--- config.mk ---
export PLATFORM = sky130hd
export DESIGN_NAME = tmr_core
export DESIGN_NICKNAME = d
export VERILOG_FILES = /design/src/tmr_pkg.sv /design/src/tmr_core.sv /design/src/tmr_prescale.sv
export SDC_FILE = /design/constraint.sdc
export NUM_CORES = 1
export LEC_CHECK = 0
export ABC_AREA = 1
export BUFFER_PORTS_ARGS = -buffer_cell sky130_fd_sc_hd__buf_2
export CAP_MARGIN = 15
export CORE_MARGIN = 3
export CORE_UTILIZATION = 50
export CTS_CLUSTER_DIAMETER = 120
export CTS_CLUSTER_SIZE = 24
export DETAILED_ROUTE_END_ITERATION = 12
export GPL_ROUTABILITY_DRIVEN = 0
export PLACE_DENSITY = 0.69
export REMOVE_ABC_BUFFERS = 1
export SLEW_MARGIN = 30
export SYNTH_ARGS = -nofsm -noshare
export SYNTH_HDL_FRONTEND = slang
export SYNTH_SLANG_ARGS = --single-unit
--- constraint.sdc ---
create_clock -name clk_i -period 4.4 [get_ports clk_i]
set_input_delay 0.88 -clock clk_i [delete_from_list [all_inputs] [get_ports clk_i]]
set_output_delay 0.88 -clock clk_i [all_outputs]
set_load 0.005 [all_outputs]
--- src/tmr_pkg.sv ---
// package: register map, field layout, reset values and timing constants of the 8-bit timer
package tmr_pkg;
  // ****************************************
  // register offsets
  // ****************************************
  localparam logic [3:0] TMR_OFF_MODE   = 4'h0; // timer mode register
  localparam logic [3:0] TMR_OFF_COUNT  = 4'h1; // count register
  localparam logic [3:0] TMR_OFF_RELOAD = 4'h2; // reload register (write only)
  localparam logic [3:0] TMR_OFF_CTRL   = 4'h3; // irq enable / irq flag
  localparam logic [3:0] TMR_OFF_STAT   = 4'h4; // sticky event status (read only)
  localparam logic [3:0] TMR_OFF_IEN    = 4'h5; // event interrupt enable
  localparam logic [3:0] TMR_OFF_ICLR   = 4'h6; // event clear (write only)
  // ****************************************
  // field positions
  // ****************************************
  localparam int TMR_MODE_PWM_BIT  = 0;       // pwm output enable
  localparam int TMR_MODE_TOG_BIT  = 1;       // toggle output enable
  localparam int TMR_MODE_ALD_BIT  = 2;       // auto reload enable
  localparam int TMR_MODE_CKS_BIT  = 3;       // clock source select
  localparam int TMR_MODE_RATE_LO  = 4;       // prescale select low bit
  localparam int TMR_MODE_ENB_BIT  = 7;       // count enable
  localparam int TMR_CTRL_IEN_BIT  = 0;       // overflow irq enable
  localparam int TMR_CTRL_IRQ_BIT  = 1;       // overflow irq flag
  localparam int TMR_EV_OVF        = 0;       // event: overflow
  localparam int TMR_EV_WRAP       = 1;       // event: count left all-ones
  localparam int TMR_EV_PWMC       = 2;       // event: pwm cycle end
  localparam int TMR_EV_W          = 3;       // number of status events
  // ****************************************
  // reset values and constants
  // ****************************************
  localparam logic [7:0] TMR_RST_BYTE  = 8'h00; // all registers reset to zero
  localparam logic [7:0] TMR_ALL_ONES  = 8'hff; // overflow source value
  localparam int         TMR_PRE_W     = 8;     // prescaler width, divide by 256 max

  // ****************************************
  // carriers
  // ****************************************
  typedef struct packed {
    logic       count_enable_bit;    // bit 7
    logic [2:0] prescale_select;     // bits 6..4
    logic       clock_source_select; // bit 3
    logic       auto_reload_enable;  // bit 2
    logic       toggle_output_enable;// bit 1
    logic       pwm_output_enable;   // bit 0
  } tmr_mode_t;

  typedef struct packed {
    logic       wr;   // write strobe
    logic       rd;   // read strobe
    logic [3:0] addr; // register offset
    logic [7:0] data; // write data
  } tmr_bus_t;
endpackage : tmr_pkg

--- src/tmr_core.sv ---
// top of the 8-bit up-counting timer with reload, toggle output, pwm and interrupts
//
// Behaviour
// (RULE1) clearing enable stops counter, toggle, pwm
// (RULE2) prescale select sits in mode bits 6..4
// (RULE3) source select: 0 internal, 1 event pin
// (RULE4) internal from cpu clock, external on fall
// (RULE5) pwm boundary 255/63/31/15 from reload,toggle bits
// (RULE6) software stops before reconfiguring, enables last
// (RULE7) software writes reload for reload or pwm
// (RULE8) flag sets when count leaves all-ones
// (RULE9) enable with flag pending interrupts next cycle
// (RULE10) software masks irq around run-time count writes
// (RULE11) software avoids 0xff outside pure pwm
// (RULE12) 8-bit counter increments once per event
// (RULE13) overflow keeps counting and requests interrupt
// (RULE14) overflow at ff to 00, 256 counts
// (RULE15) prescale 000 /256 down to 111 /2
// (RULE16) auto reload copies reload on overflow
// (RULE17) toggle output halves overflow rate, owns pin
// (RULE18) event pin irq silenced while source external
// (RULE19) irq flag stays until software writes zero
//
// Chosen here: the plain strobed port and the register offsets.
`timescale 1ns/1ns
module tmr_core (
  input  wire logic       clk_i,          // 125 mhz clock
  input  wire logic       sys_rst_i,      // sync reset, high
  input  wire logic       ce_i,           // clock enable, freezes state when low
  input  wire logic [3:0] addr_i,         // register offset
  input  wire logic [7:0] wdata_i,        // write data
  input  wire logic       wr_i,           // write strobe
  input  wire logic       rd_i,           // read strobe
  output logic      [7:0] rdata_o,        // read data, cycle after rd_i
  input  wire logic       event_pin_i,    // external event input pin (async)
  input  wire logic       pin_irq_req_i,  // raw pin edge request for the event pin
  output logic            pin_irq_o,      // gated pin interrupt request
  output logic            toggle_o,       // toggle output level
  output logic            toggle_oe_n_o,  // low while toggle owns the port pin
  output logic            pwm_o,          // pwm output level
  output logic            pwm_oe_n_o,     // low while pwm owns the port pin
  output logic            ovf_irq_o,      // overflow interrupt to cpu
  output logic            irq_o           // event status interrupt
);
  import tmr_pkg::*;

  // ****************************************
  // declarations
  // ****************************************
  tmr_mode_t             mode_q;          // timer mode register
  logic [7:0]            count_q;         // count register
  logic [7:0]            count_d;         // next count
  logic [7:0]            reload_q;        // reload register
  logic                  irq_en_q;        // overflow irq enable
  logic                  irq_flag_q;      // overflow irq flag
  logic [TMR_EV_W-1:0]   stat_q;          // sticky events
  logic [TMR_EV_W-1:0]   ien_q;           // event enables
  logic [TMR_EV_W-1:0]   ev_w;            // events this cycle
  logic [2:0]            pin_sync_q;      // event pin sync + edge stage
  logic                  tog_q;           // toggle flop
  tmr_bus_t              bus_w;           // bundled bus request
  logic                  tick_int_w;      // prescaler tick
  logic                  fall_w;          // event pin falling edge
  logic                  step_w;          // count event
  logic                  ovf_w;           // overflow this cycle
  logic                  wr_mode_w;       // write decodes
  logic                  wr_count_w;
  logic                  wr_reload_w;
  logic                  wr_ctrl_w;
  logic                  wr_ien_w;
  logic                  wr_iclr_w;
  logic                  wrap_w;          // count leaves all-ones
  logic [7:0]            pwm_mask_w;      // pwm cycle width mask
  logic [7:0]            pwm_pos_w;       // position within pwm cycle
  logic [7:0]            pwm_duty_w;      // duty threshold
  logic                  pwm_mode_w;      // pwm selected
  logic                  pwm_d;           // next pwm level
  logic [7:0]            rd_mux_w;        // read mux

  assign bus_w = '{wr: wr_i, rd: rd_i, addr: addr_i, data: wdata_i};

  // ****************************************
  // address decode
  // ****************************************
  assign wr_mode_w   = bus_w.wr && (bus_w.addr == TMR_OFF_MODE);
  assign wr_count_w  = bus_w.wr && (bus_w.addr == TMR_OFF_COUNT);
  assign wr_reload_w = bus_w.wr && (bus_w.addr == TMR_OFF_RELOAD);
  assign wr_ctrl_w   = bus_w.wr && (bus_w.addr == TMR_OFF_CTRL);
  assign wr_ien_w    = bus_w.wr && (bus_w.addr == TMR_OFF_IEN);
  assign wr_iclr_w   = bus_w.wr && (bus_w.addr == TMR_OFF_ICLR);

  // ****************************************
  // count sources
  // ****************************************
  tmr_prescale #(
    .PRE_W (TMR_PRE_W)
  ) u_pre (
    .clk_i     (clk_i),
    .sys_rst_i (sys_rst_i),
    .ce_i      (ce_i),
    .run_i     (mode_q.count_enable_bit && !mode_q.clock_source_select),
    .sel_i     (mode_q.prescale_select),                          // [RULE2]
    .tick_o    (tick_int_w)
  );

  // pin passes two flops; edge detect looks at stages 1 and 2 only
  always_ff @(posedge clk_i) begin
    if (sys_rst_i) begin
      pin_sync_q <= 3'h7;
    end else if (ce_i) begin
      pin_sync_q <= {pin_sync_q[1:0], event_pin_i};
    end
  end

  assign fall_w = pin_sync_q[2] && !pin_sync_q[1];                // [RULE4]

  // source select, gated by enable
  assign step_w = mode_q.count_enable_bit &&                      // [RULE1]
                  (mode_q.clock_source_select ? fall_w : tick_int_w); // [RULE3] [RULE4]

  // ****************************************
  // counter
  // ****************************************
  // overflow always at ff; wraps to 00 for 256 counts unless auto reload loads reload_q
  assign ovf_w      = step_w && (count_q == TMR_ALL_ONES);         // [RULE14]
  assign pwm_mode_w = mode_q.pwm_output_enable;

  // software write wins over counting in the same cycle
  always_comb begin
    count_d = count_q;
    if (wr_count_w) begin
      count_d = bus_w.data;
    end else if (ovf_w && mode_q.auto_reload_enable && !pwm_mode_w) begin
      count_d = reload_q;                                         // [RULE16]
    end else if (step_w) begin
      count_d = count_q + 8'h01;                                  // [RULE12] [RULE13]
    end
  end

  // any departure from all-ones, by counting or by write, raises flag
  assign wrap_w = (count_q == TMR_ALL_ONES) && (count_d != TMR_ALL_ONES); // [RULE8]

  always_ff @(posedge clk_i) begin
    if (sys_rst_i) begin
      count_q <= TMR_RST_BYTE;
    end else if (ce_i) begin
      count_q <= count_d;
    end
  end

  // ****************************************
  // configuration registers
  // ****************************************
  always_ff @(posedge clk_i) begin
    if (sys_rst_i) begin
      mode_q   <= tmr_mode_t'(TMR_RST_BYTE);
      reload_q <= TMR_RST_BYTE;
      irq_en_q <= 1'b0;
    end else if (ce_i) begin
      if (wr_mode_w) begin
        mode_q <= tmr_mode_t'(bus_w.data);
      end
      if (wr_reload_w) begin
        reload_q <= bus_w.data;
      end
      if (wr_ctrl_w) begin
        irq_en_q <= bus_w.data[TMR_CTRL_IEN_BIT];
      end
    end
  end

  // ****************************************
  // overflow irq flag
  // ****************************************
  // set wins over a clear in the same cycle so no wrap is lost
  always_ff @(posedge clk_i) begin
    if (sys_rst_i) begin
      irq_flag_q <= 1'b0;
    end else if (ce_i) begin
      if (wrap_w) begin
        irq_flag_q <= 1'b1;                                       // [RULE8] [RULE13]
      end else if (wr_ctrl_w && !bus_w.data[TMR_CTRL_IRQ_BIT]) begin
        irq_flag_q <= 1'b0;                                       // [RULE19]
      end
    end
  end

  // ****************************************
  // toggle output
  // ****************************************
  // flop keeps its level while stopped; pin released when disabled
  always_ff @(posedge clk_i) begin
    if (sys_rst_i) begin
      tog_q <= 1'b0;
    end else if (ce_i && ovf_w && mode_q.toggle_output_enable && !pwm_mode_w) begin
      tog_q <= !tog_q;                                            // [RULE17]
    end
  end

  // ****************************************
  // pwm
  // ****************************************
  // boundary from reload,toggle bits: 00 ff, 01 3f, 10 1f, 11 0f
  assign pwm_mask_w = !mode_q.auto_reload_enable ?
                        (mode_q.toggle_output_enable ? 8'h3f : 8'hff) :
                        (mode_q.toggle_output_enable ? 8'h0f : 8'h1f); // [RULE5]
  assign pwm_pos_w  = count_q & pwm_mask_w;
  assign pwm_duty_w = reload_q & pwm_mask_w;
  // high while position below duty; stopped timer forces low
  assign pwm_d      = mode_q.count_enable_bit && pwm_mode_w && (pwm_pos_w < pwm_duty_w); // [RULE1] [RULE5]

  // ****************************************
  // event status and interrupts
  // ****************************************
  assign ev_w[TMR_EV_OVF]  = ovf_w;
  assign ev_w[TMR_EV_WRAP] = wrap_w;
  assign ev_w[TMR_EV_PWMC] = step_w && pwm_mode_w && (pwm_pos_w == pwm_mask_w);

  // set beats clear for each sticky bit
  genvar g;
  generate
    for (g = 0; g < TMR_EV_W; g++) begin : g_stat
      always_ff @(posedge clk_i) begin
        if (sys_rst_i) begin
          stat_q[g] <= 1'b0;
        end else if (ce_i) begin
          stat_q[g] <= ev_w[g] | (stat_q[g] & !(wr_iclr_w && bus_w.data[g]));
        end
      end
    end
  endgenerate

  always_ff @(posedge clk_i) begin
    if (sys_rst_i) begin
      ien_q <= '0;
    end else if (ce_i && wr_ien_w) begin
      ien_q <= bus_w.data[TMR_EV_W-1:0];
    end
  end

  // ****************************************
  // read mux
  // ****************************************
  // reload and clear registers are write only and read zero
  always_comb begin
    rd_mux_w = 8'h00;
    unique case (bus_w.addr)
      TMR_OFF_MODE:  rd_mux_w = mode_q;
      TMR_OFF_COUNT: rd_mux_w = count_q;
      TMR_OFF_CTRL:  rd_mux_w = {6'h00, irq_flag_q, irq_en_q};
      TMR_OFF_STAT:  rd_mux_w = {5'h00, stat_q};
      TMR_OFF_IEN:   rd_mux_w = {5'h00, ien_q};
      default:       rd_mux_w = 8'h00;
    endcase
  end

  // ****************************************
  // registered outputs
  // ****************************************
  always_ff @(posedge clk_i) begin
    if (sys_rst_i) begin
      rdata_o       <= 8'h00;
      pin_irq_o     <= 1'b0;
      toggle_o      <= 1'b0;
      toggle_oe_n_o <= 1'b1;
      pwm_o         <= 1'b0;
      pwm_oe_n_o    <= 1'b1;
      ovf_irq_o     <= 1'b0;
      irq_o         <= 1'b0;
    end else if (ce_i) begin
      rdata_o       <= bus_w.rd ? rd_mux_w : 8'h00;
      pin_irq_o     <= pin_irq_req_i && !mode_q.clock_source_select; // [RULE18]
      toggle_o      <= tog_q && mode_q.count_enable_bit;           // [RULE1] [RULE17]
      toggle_oe_n_o <= !(mode_q.toggle_output_enable && !pwm_mode_w); // [RULE17]
      pwm_o         <= pwm_d;
      pwm_oe_n_o    <= !pwm_mode_w;
      // level from flag and enable: enabling onto a pending flag fires next cycle
      ovf_irq_o     <= (irq_flag_q || wrap_w) && (wr_ctrl_w ? bus_w.data[TMR_CTRL_IEN_BIT] : irq_en_q); // [RULE9]
      irq_o         <= |(stat_q & ien_q);
    end
  end
endmodule : tmr_core

--- src/tmr_prescale.sv ---
// prescaler: divider, cleared while stopped, producing one-cycle ticks of fcpu/2..fcpu/256
`timescale 1ns/1ns
module tmr_prescale #(
  parameter int PRE_W = tmr_pkg::TMR_PRE_W  // divider width
) (
  input  wire logic       clk_i,     // 125 mhz clock
  input  wire logic       sys_rst_i, // sync reset, high
  input  wire logic       ce_i,      // clock enable
  input  wire logic       run_i,     // counting allowed
  input  wire logic [2:0] sel_i,     // prescale select code
  output logic            tick_o     // one-cycle count tick
);
  import tmr_pkg::*;

  logic [PRE_W-1:0] div_q;  // divider counter
  logic [PRE_W-1:0] mask_w; // low bits that must be all ones
  logic [3:0]       len_w;  // number of bits to compare

  // code 000 -> 8 bits (/256), 111 -> 1 bit (/2)
  assign len_w  = 4'h8 - {1'b0, sel_i};                           // [RULE15]
  assign mask_w = PRE_W'((9'h001 << len_w) - 9'h001);

  // ****************************************
  // divider
  // ****************************************
  // held in reset while stopped so the first tick is a full period
  always_ff @(posedge clk_i) begin
    if (sys_rst_i) begin
      div_q  <= '0;
      tick_o <= 1'b0;
    end else if (ce_i) begin
      div_q  <= run_i ? div_q + PRE_W'(1) : '0;
      tick_o <= run_i && ((div_q & mask_w) == mask_w);            // [RULE15]
    end
  end
endmodule : tmr_prescale
==> results.ini, run 1 <==
[final_layout]
antennaDiodeCount = 0
drive_above_1_share_pct = 14.5
design_area_mm2 = 0.00370
syn_to_final_growth_pct = 12.3
layout_common_cells = nand2_1 (105), dfxtp_1 (60), inv_1 (58), a21oi_1 (53), o21ai_0 (43)
postLayoutCoreUtil_pct = 60.3
instances_no_fill = 592
fin_nets = 540
nFillCells = 583
mostFrequentLayoutCell = nand2_1

[timing]
fin_ws_ns = 1.91
fin_tns_setup_ns = 0
final.min_clock_period_ns = 2.49
slew_headroom_pct = 37.7
fin_crit_sh_pct = 56.6
tightestPinTransition_ns = 0.933
setup_viol = 0
slew_violations = 0
fmax_ghz = 0.402
skew_ns = 0.00591
rsz0062_at_grt = false
final-hold-violation-count = 0

[yosys]
synth_cells = 482
yosys_warnings = 0
yosysUniqueCellTypes = 36
synth_seq_cells = 60
synthesis.area_mm2 = 0.00329
synth.area.top_cells = dfxtp_1 (37%), nand2_1 (12%), a21oi_1 (8.1%)
yosysTopAreaCellShare_pct = 36.5
synth.yosys.seq_area_share_pct = 36.5
synth.avg_cell_area_um2 = 6.83
ys.flop_type = dfxtp_1
synth_edf_count = 0
synthArstFlopShare_pct = 0
synth_top_area_cell = dfxtp_1

[clock_network]
cts_sinks = 60
cts_buffers = 9
clock_latency_ns = 0.34
htreeDepth = 3
cts_tree = yes
clock_path_buffers = 2
clkTransAtPathRegs_ns = 0.07
postCtsSetupRepairBufs = 0
cts_resized = 0
hold_buffers = 0
clock-root-buffer = clkbuf_8

[detailed_routing]
routedWlPerCell_um = 15.0
ant_nets = 0
vias = 3284
drtPass1Iterations = 5
routed_wl_um = 8850
drt-initial-drc-count = 219
routed_via_density = 5.55
drc_errors = 0

[floorplanning]
dieArea_mm2 = 0.00759
ios = 34
placementRows = 28
coreArea_mm2 = 0.00613
die_w_um = 87.1
start_util_pct = 53.7
dieHeight_um = 87.1

[global_routing]
grt_pass1_vias = 2997
grt_usage_pct = 25.2
overflow = 0
grt_max_degree = 31
grt_pass1_wl_um = 14800
antenna_found_initial = 0

[worst_hold_path]
holdPathStages = 2
hold_class = reg2reg
worstHoldEndpoint = rdata_o[4]$_SDFFE_PP0P_
min_from = rdata_o[4]$_SDFFE_PP0P_

[critical_path]
path_class = reg2reg
reg2regPathDepth = 16
cp.arrival_ns = 2.70
crit_required_ns = 4.61
critPathMaxFanout = 11
worstReg2RegStart = count_q[1]$_SDFFE_PP0P_
worstReg2RegEnd = ovf_irq_o$_SDFFE_PP0P_
ff2ff_setup_slack_ns = 1.91
end_kind = flop
cp-start-kind = flop
crit_start = count_q[1]$_SDFFE_PP0P_

[power_and_ir_drop]
powerDensity_mw_per_mm2 = 322
leakagePower_nw = 1.56
ir_worst_vdd_uv = 216

[place]
dp_hpwl_um = 6400
post-place-ws_ns = 1.79
io_buffer_count = 33
dp.cells = 576
dpl_cell_area_mm2 = 0.00349

[run_status]
status = completed

[job]
maxCapViolCount = 0

## worst max-delay path by stage
stage                     cells after the start                          end  slack (ns)
final                                        16       ovf_irq_o$_SDFFE_PP0P_        1.91
after global routing                         16       ovf_irq_o$_SDFFE_PP0P_        1.71
after CTS                                    16       ovf_irq_o$_SDFFE_PP0P_        1.94
after detailed placement                      7     reload_q[0]$_SDFFE_PP0P_        1.79
after global placement                        4  u_pre.div_q[6]$_SDFFE_PP0P_        1.84
after floorplan                              14       ovf_irq_o$_SDFFE_PP0P_        2.35
## worst max-delay path, cell delays in order, from the launching register on
cell     delay [ns]
dfxtp_1        0.43
ha_1           0.26
nand2_2        0.10
nor2_4         0.11
nand2_2        0.08
nor2_4         0.32
nand2_2        0.19
nand2_1        0.11
nand3_1        0.06
nand2_1        0.10
nand2_1        0.06
nor2_1         0.16
nand2_1        0.09
nand2_1        0.10
nand2_1        0.06
nand2_1        0.07
a21oi_2        0.05
## final cells by class
cell class / instances / area, µm² / share of cell area [%]
multi-input combinational: 342 / 1770 / 47.9
sequential: 60 / 1200 / 32.5
inverter: 64 / 248 / 6.70
timing repair buffer: 35 / 180 / 4.87
clock buffer: 12 / 155 / 4.20
tap: 75 / 93.8 / 2.54
clock inverter: 4 / 47.5 / 1.29
## flip-flops by register name (all words and copies together), names as in the netlist, 3 cells and up
| name | cells |
|---|---|
| count_q | 8 |
| rdata_o | 8 |
| reload_q | 8 |
| u_pre.div_q | 8 |
| mode_q | 7 |
| ien_q | 3 |
| pin_sync_q | 3 |
| stat_q | 3 |
## synthesized netlist by cell type (5+ instances only)
cell type	number
nand2_1	105
o21ai_0	43
dfxtp_1	60
o211ai_1	5
inv_2	5
clkbuf_1	13
nor2_1	30
a21oi_1	53
nand3_1	41
o22ai_1	9
nand2_2	7
ha_1	9
inv_1	58
nor3_1	5
## stage by stage
step	hold slack [ns]	power (mW)
after floorplan	0.429	0.642
after global placement	0.444	0.686
after detailed placement	0.453	0.688
after CTS	0.463	1.20
after global routing	0.481	1.24
final	0.462	1.19
## where the power goes
part	switching, mW	leakage [nW]	internal (mW)
combinational	0.0757	0.970	0.0367
sequential	0.0117	0.487	0.554
clock	0.223	0.102	0.291
## cells by family (layout without fill, tap and decap cells)
family	after synthesis	after routing	share of synthesized area, %
AO/OA/AOI/OAI	123	123	20.3
XOR/XNOR	1	1	0.266
adder cells (fa/ha/maj)	9	9	3.42
buffers and inverters	80	115	9.70
flip-flops	60	60	36.5
AND/OR/NAND/NOR	209	209	29.8
## per-layer routing
| layer | GRT usage, % | vias to the layer above | routed length, µm |
|---|---|---|---|
| met4 | 10.3 | 0 | 149 |
| met1 | 35.7 | 1472 | 4170 |
| li1 | - | 1659 | - |
| met5 | 0 | - | 0 |
| met2 | 38.4 | 136 | 3860 |
| met3 | 3.31 | 17 | 675 |
Note: power is estimated with default switching activity, not from simulation.
==> run 2: changes to the inputs <==
==> constraint.sdc (replaced) <==
create_clock -name clk_i -period 2.3 [get_ports clk_i]
set_input_delay 0.46 -clock clk_i [delete_from_list [all_inputs] [get_ports clk_i]]
set_output_delay 0.46 -clock clk_i [all_outputs]
set_load 0.005 [all_outputs]
==> run 2 against run 1 <==
- clock skew is 0.0033 ns higher
- final cell count is 0.84% higher
- highest routed layer unchanged
- sequential share of layout area hardly changed
- critical endpoint unchanged
- largest power group unchanged
- non-clock buffer count is 5 higher
- sequential power is 91% higher
- setup slack worse by 1.7 ns
- wire length is 0.81% lower
==> results.ini, run 2 (synthesis results as in run 1) <==
[global_routing]
overflow = 0  ; unchanged
grt_usage_pct = 23.9  ; -1.3 points
grt_pass1_wl_um = 14000  ; -5.2%
antenna_found_initial = 0  ; unchanged
grt_max_degree = 30  ; -3.2%
grt_pass1_vias = 2912  ; -2.8%

[timing]
final-hold-violation-count = 0  ; unchanged
slew_violations = 0  ; unchanged
setup_viol = 0  ; unchanged
fin_tns_setup_ns = 0  ; unchanged
tightestPinTransition_ns = 0.626  ; -0.307 ns
final.min_clock_period_ns = 2.07  ; -0.420 ns
rsz0062_at_grt = false
fin_crit_sh_pct = 89.9  ; +33 points
slew_headroom_pct = 58.2  ; +20 points
fmax_ghz = 0.483  ; +20%
skew_ns = 0.00919  ; +0.00328 ns

[clock_network]
cts_sinks = 60  ; unchanged
clock_path_buffers = 2  ; unchanged
cts_resized = 0  ; unchanged
postCtsSetupRepairBufs = 0  ; unchanged
htreeDepth = 3  ; unchanged
clkTransAtPathRegs_ns = 0.07  ; about the same
cts_buffers = 9  ; unchanged
clock_latency_ns = 0.34  ; about the same
clock-root-buffer = clkbuf_8
hold_buffers = 0  ; unchanged
cts_tree = yes

[floorplanning]
start_util_pct = 53.7  ; unchanged
dieHeight_um = 87.1  ; unchanged
dieArea_mm2 = 0.00759  ; unchanged
coreArea_mm2 = 0.00613  ; unchanged
placementRows = 28  ; unchanged
ios = 34  ; unchanged
die_w_um = 87.1  ; unchanged

[final_layout]
syn_to_final_growth_pct = 12.5
fin_nets = 545  ; +0.93%
multi_input_area_mm2 = 0.00177  ; +0.14%
antennaDiodeCount = 0  ; unchanged
layout_common_cells = nand2_1 (105), dfxtp_1 (60), inv_1 (58), a21oi_1 (53), o21ai_0 (43)
postLayoutCoreUtil_pct = 60.4  ; +0.082 points
drive_above_1_share_pct = 15.7  ; +1.2 points
mostFrequentLayoutCell = nand2_1
design_area_mm2 = 0.00370  ; +0.14%
nFillCells = 616  ; +5.7%
seqCellArea_mm2 = 0.00120  ; unchanged

[detailed_routing]
drtPass1Iterations = 5  ; unchanged
wl_met2_um = 3700  ; -4.2%
routed_wl_um = 8780  ; -0.81%
vias = 3309  ; +0.76%
ant_nets = 0  ; unchanged
drt-initial-drc-count = 321  ; +47%
routed-wl-met3_um = 781  ; +16%
routedWlPerCell_um = 14.7  ; -1.6%
highest_layer = met4
wl_met1_um = 4110  ; -1.2%
routed_via_density = 5.54  ; about the same
drc_errors = 0  ; unchanged

[power_and_ir_drop]
ir_worst_vdd_uv = 455  ; +110%
leakagePower_nw = 1.56  ; +0.29%
powerDensity_mw_per_mm2 = 577  ; +79%

[place]
dp_hpwl_um = 6460  ; +0.94%
io_buffer_count = 33  ; unchanged
dpl_cell_area_mm2 = 0.00353  ; +1.1%

[critical_path]
crit_required_ns = 2.53  ; -2.08 ns
cp_cell_sequence = ha_2 -> nand2_2 -> nor2_4 -> nand2_2 -> nor2_4 -> nand2_2 -> nand2_1 -> nand3_1 -> nand2_1 -> nand2_1 -> nor2_1 -> nand2_1 -> nand2_1 -> nand2_1 -> nand2_1 -> a21oi_2
path_class = reg2reg
cp.arrival_ns = 2.30  ; -0.40 ns
critPathMaxFanout = 7  ; -4
end_kind = flop
worst_path_largest_cell_delay_ns = 0.40  ; -0.03 ns
cp_slowest_cell = dfxtp_1
cp-start-kind = flop
crit_top_cell = nand2_1

[job]
maxCapViolCount = 0  ; unchanged

[run_status]
status = completed

[worst_hold_path]
hold_class = in2reg

[run 2: cell types whose count changed in the layout (fill, tap and decap cells not counted)]
cell,change
clkinv_4,+1
clkinvlp_4,+1
ha_2,+1
clkbuf_1,-1
ha_1,-1
clkbuf_8,-2
bufinv_16,-1
clkinv_2,+2
buf_4,+5
[run 2: routing by layer]
| metal | track usage (%) | vias to the layer above |
|---|---|---|
| met4 | 10.7 | 0 |
| met2 | 34.6 | 137 |
| li1 | - | 1672 |
| met1 | 33.7 | 1481 |
| met5 | 0 | - |
| met3 | 5.49 | 19 |
[run 2: final timing paths]
check,slack [ns],from,end,cells after the start
min reg2reg,0.46,rdata_o[6]$_SDFFE_PP0P_,rdata_o[6]$_SDFFE_PP0P_,2
max,0.23,count_q[1]$_SDFFE_PP0P_,ovf_irq_o$_SDFFE_PP0P_,16
max reg2reg,0.23,count_q[1]$_SDFFE_PP0P_,ovf_irq_o$_SDFFE_PP0P_,16
min,0.32,event_pin_i,pin_sync_q[0]$_SDFFE_PP1P_,3
[run 2: metrics by stage]
stage | total power [mW] | instances | hold WS, ns | setup WS, ns
2_1_floorplan | 1.23 | 466 | 0.429 | 0.431
3_3_place_gp | 1.32 | 581 | 0.446 | 0.307
3_5_place_dp | 1.32 | 581 | 0.452 | 0.221
4_1_cts | 2.15 | 597 | 0.308 | 0.208
5_1_grt | 2.22 | 597 | 0.331 | 0.0101
6_report | 2.14 | 597 | 0.324 | 0.231
[run 2: worst max-delay path: cells and delay by family (launching register included)]
| family | cells | cell delay [ns] |
|---|---|---|
| adders and majority gates | 1 | 0.24 |
| DFF | 1 | 0.40 |
| and+or+nand+nor | 14 | 1.27 |
| AOI/OAI and AO/OA | 1 | 0.05 |
[run 2: cell type report]
type,count,area share (%)
Multi-Input combinational cell,342,47.9
Clock inverter,7,1.18
Tap cell,75,2.54
Sequential cell,60,32.5
Inverter,64,6.69
Clock buffer,9,3.35
Timing Repair Buffer,40,5.88
[run 2: report_power, final]
group | switching [mW] | leakage (nW) | internal (mW)
combinational | 0.147 | 0.992 | 0.0748
clock | 0.449 | 0.0848 | 0.384
sequential | 0.0202 | 0.487 | 1.06
total | 0.617 | 1.56 | 1.52
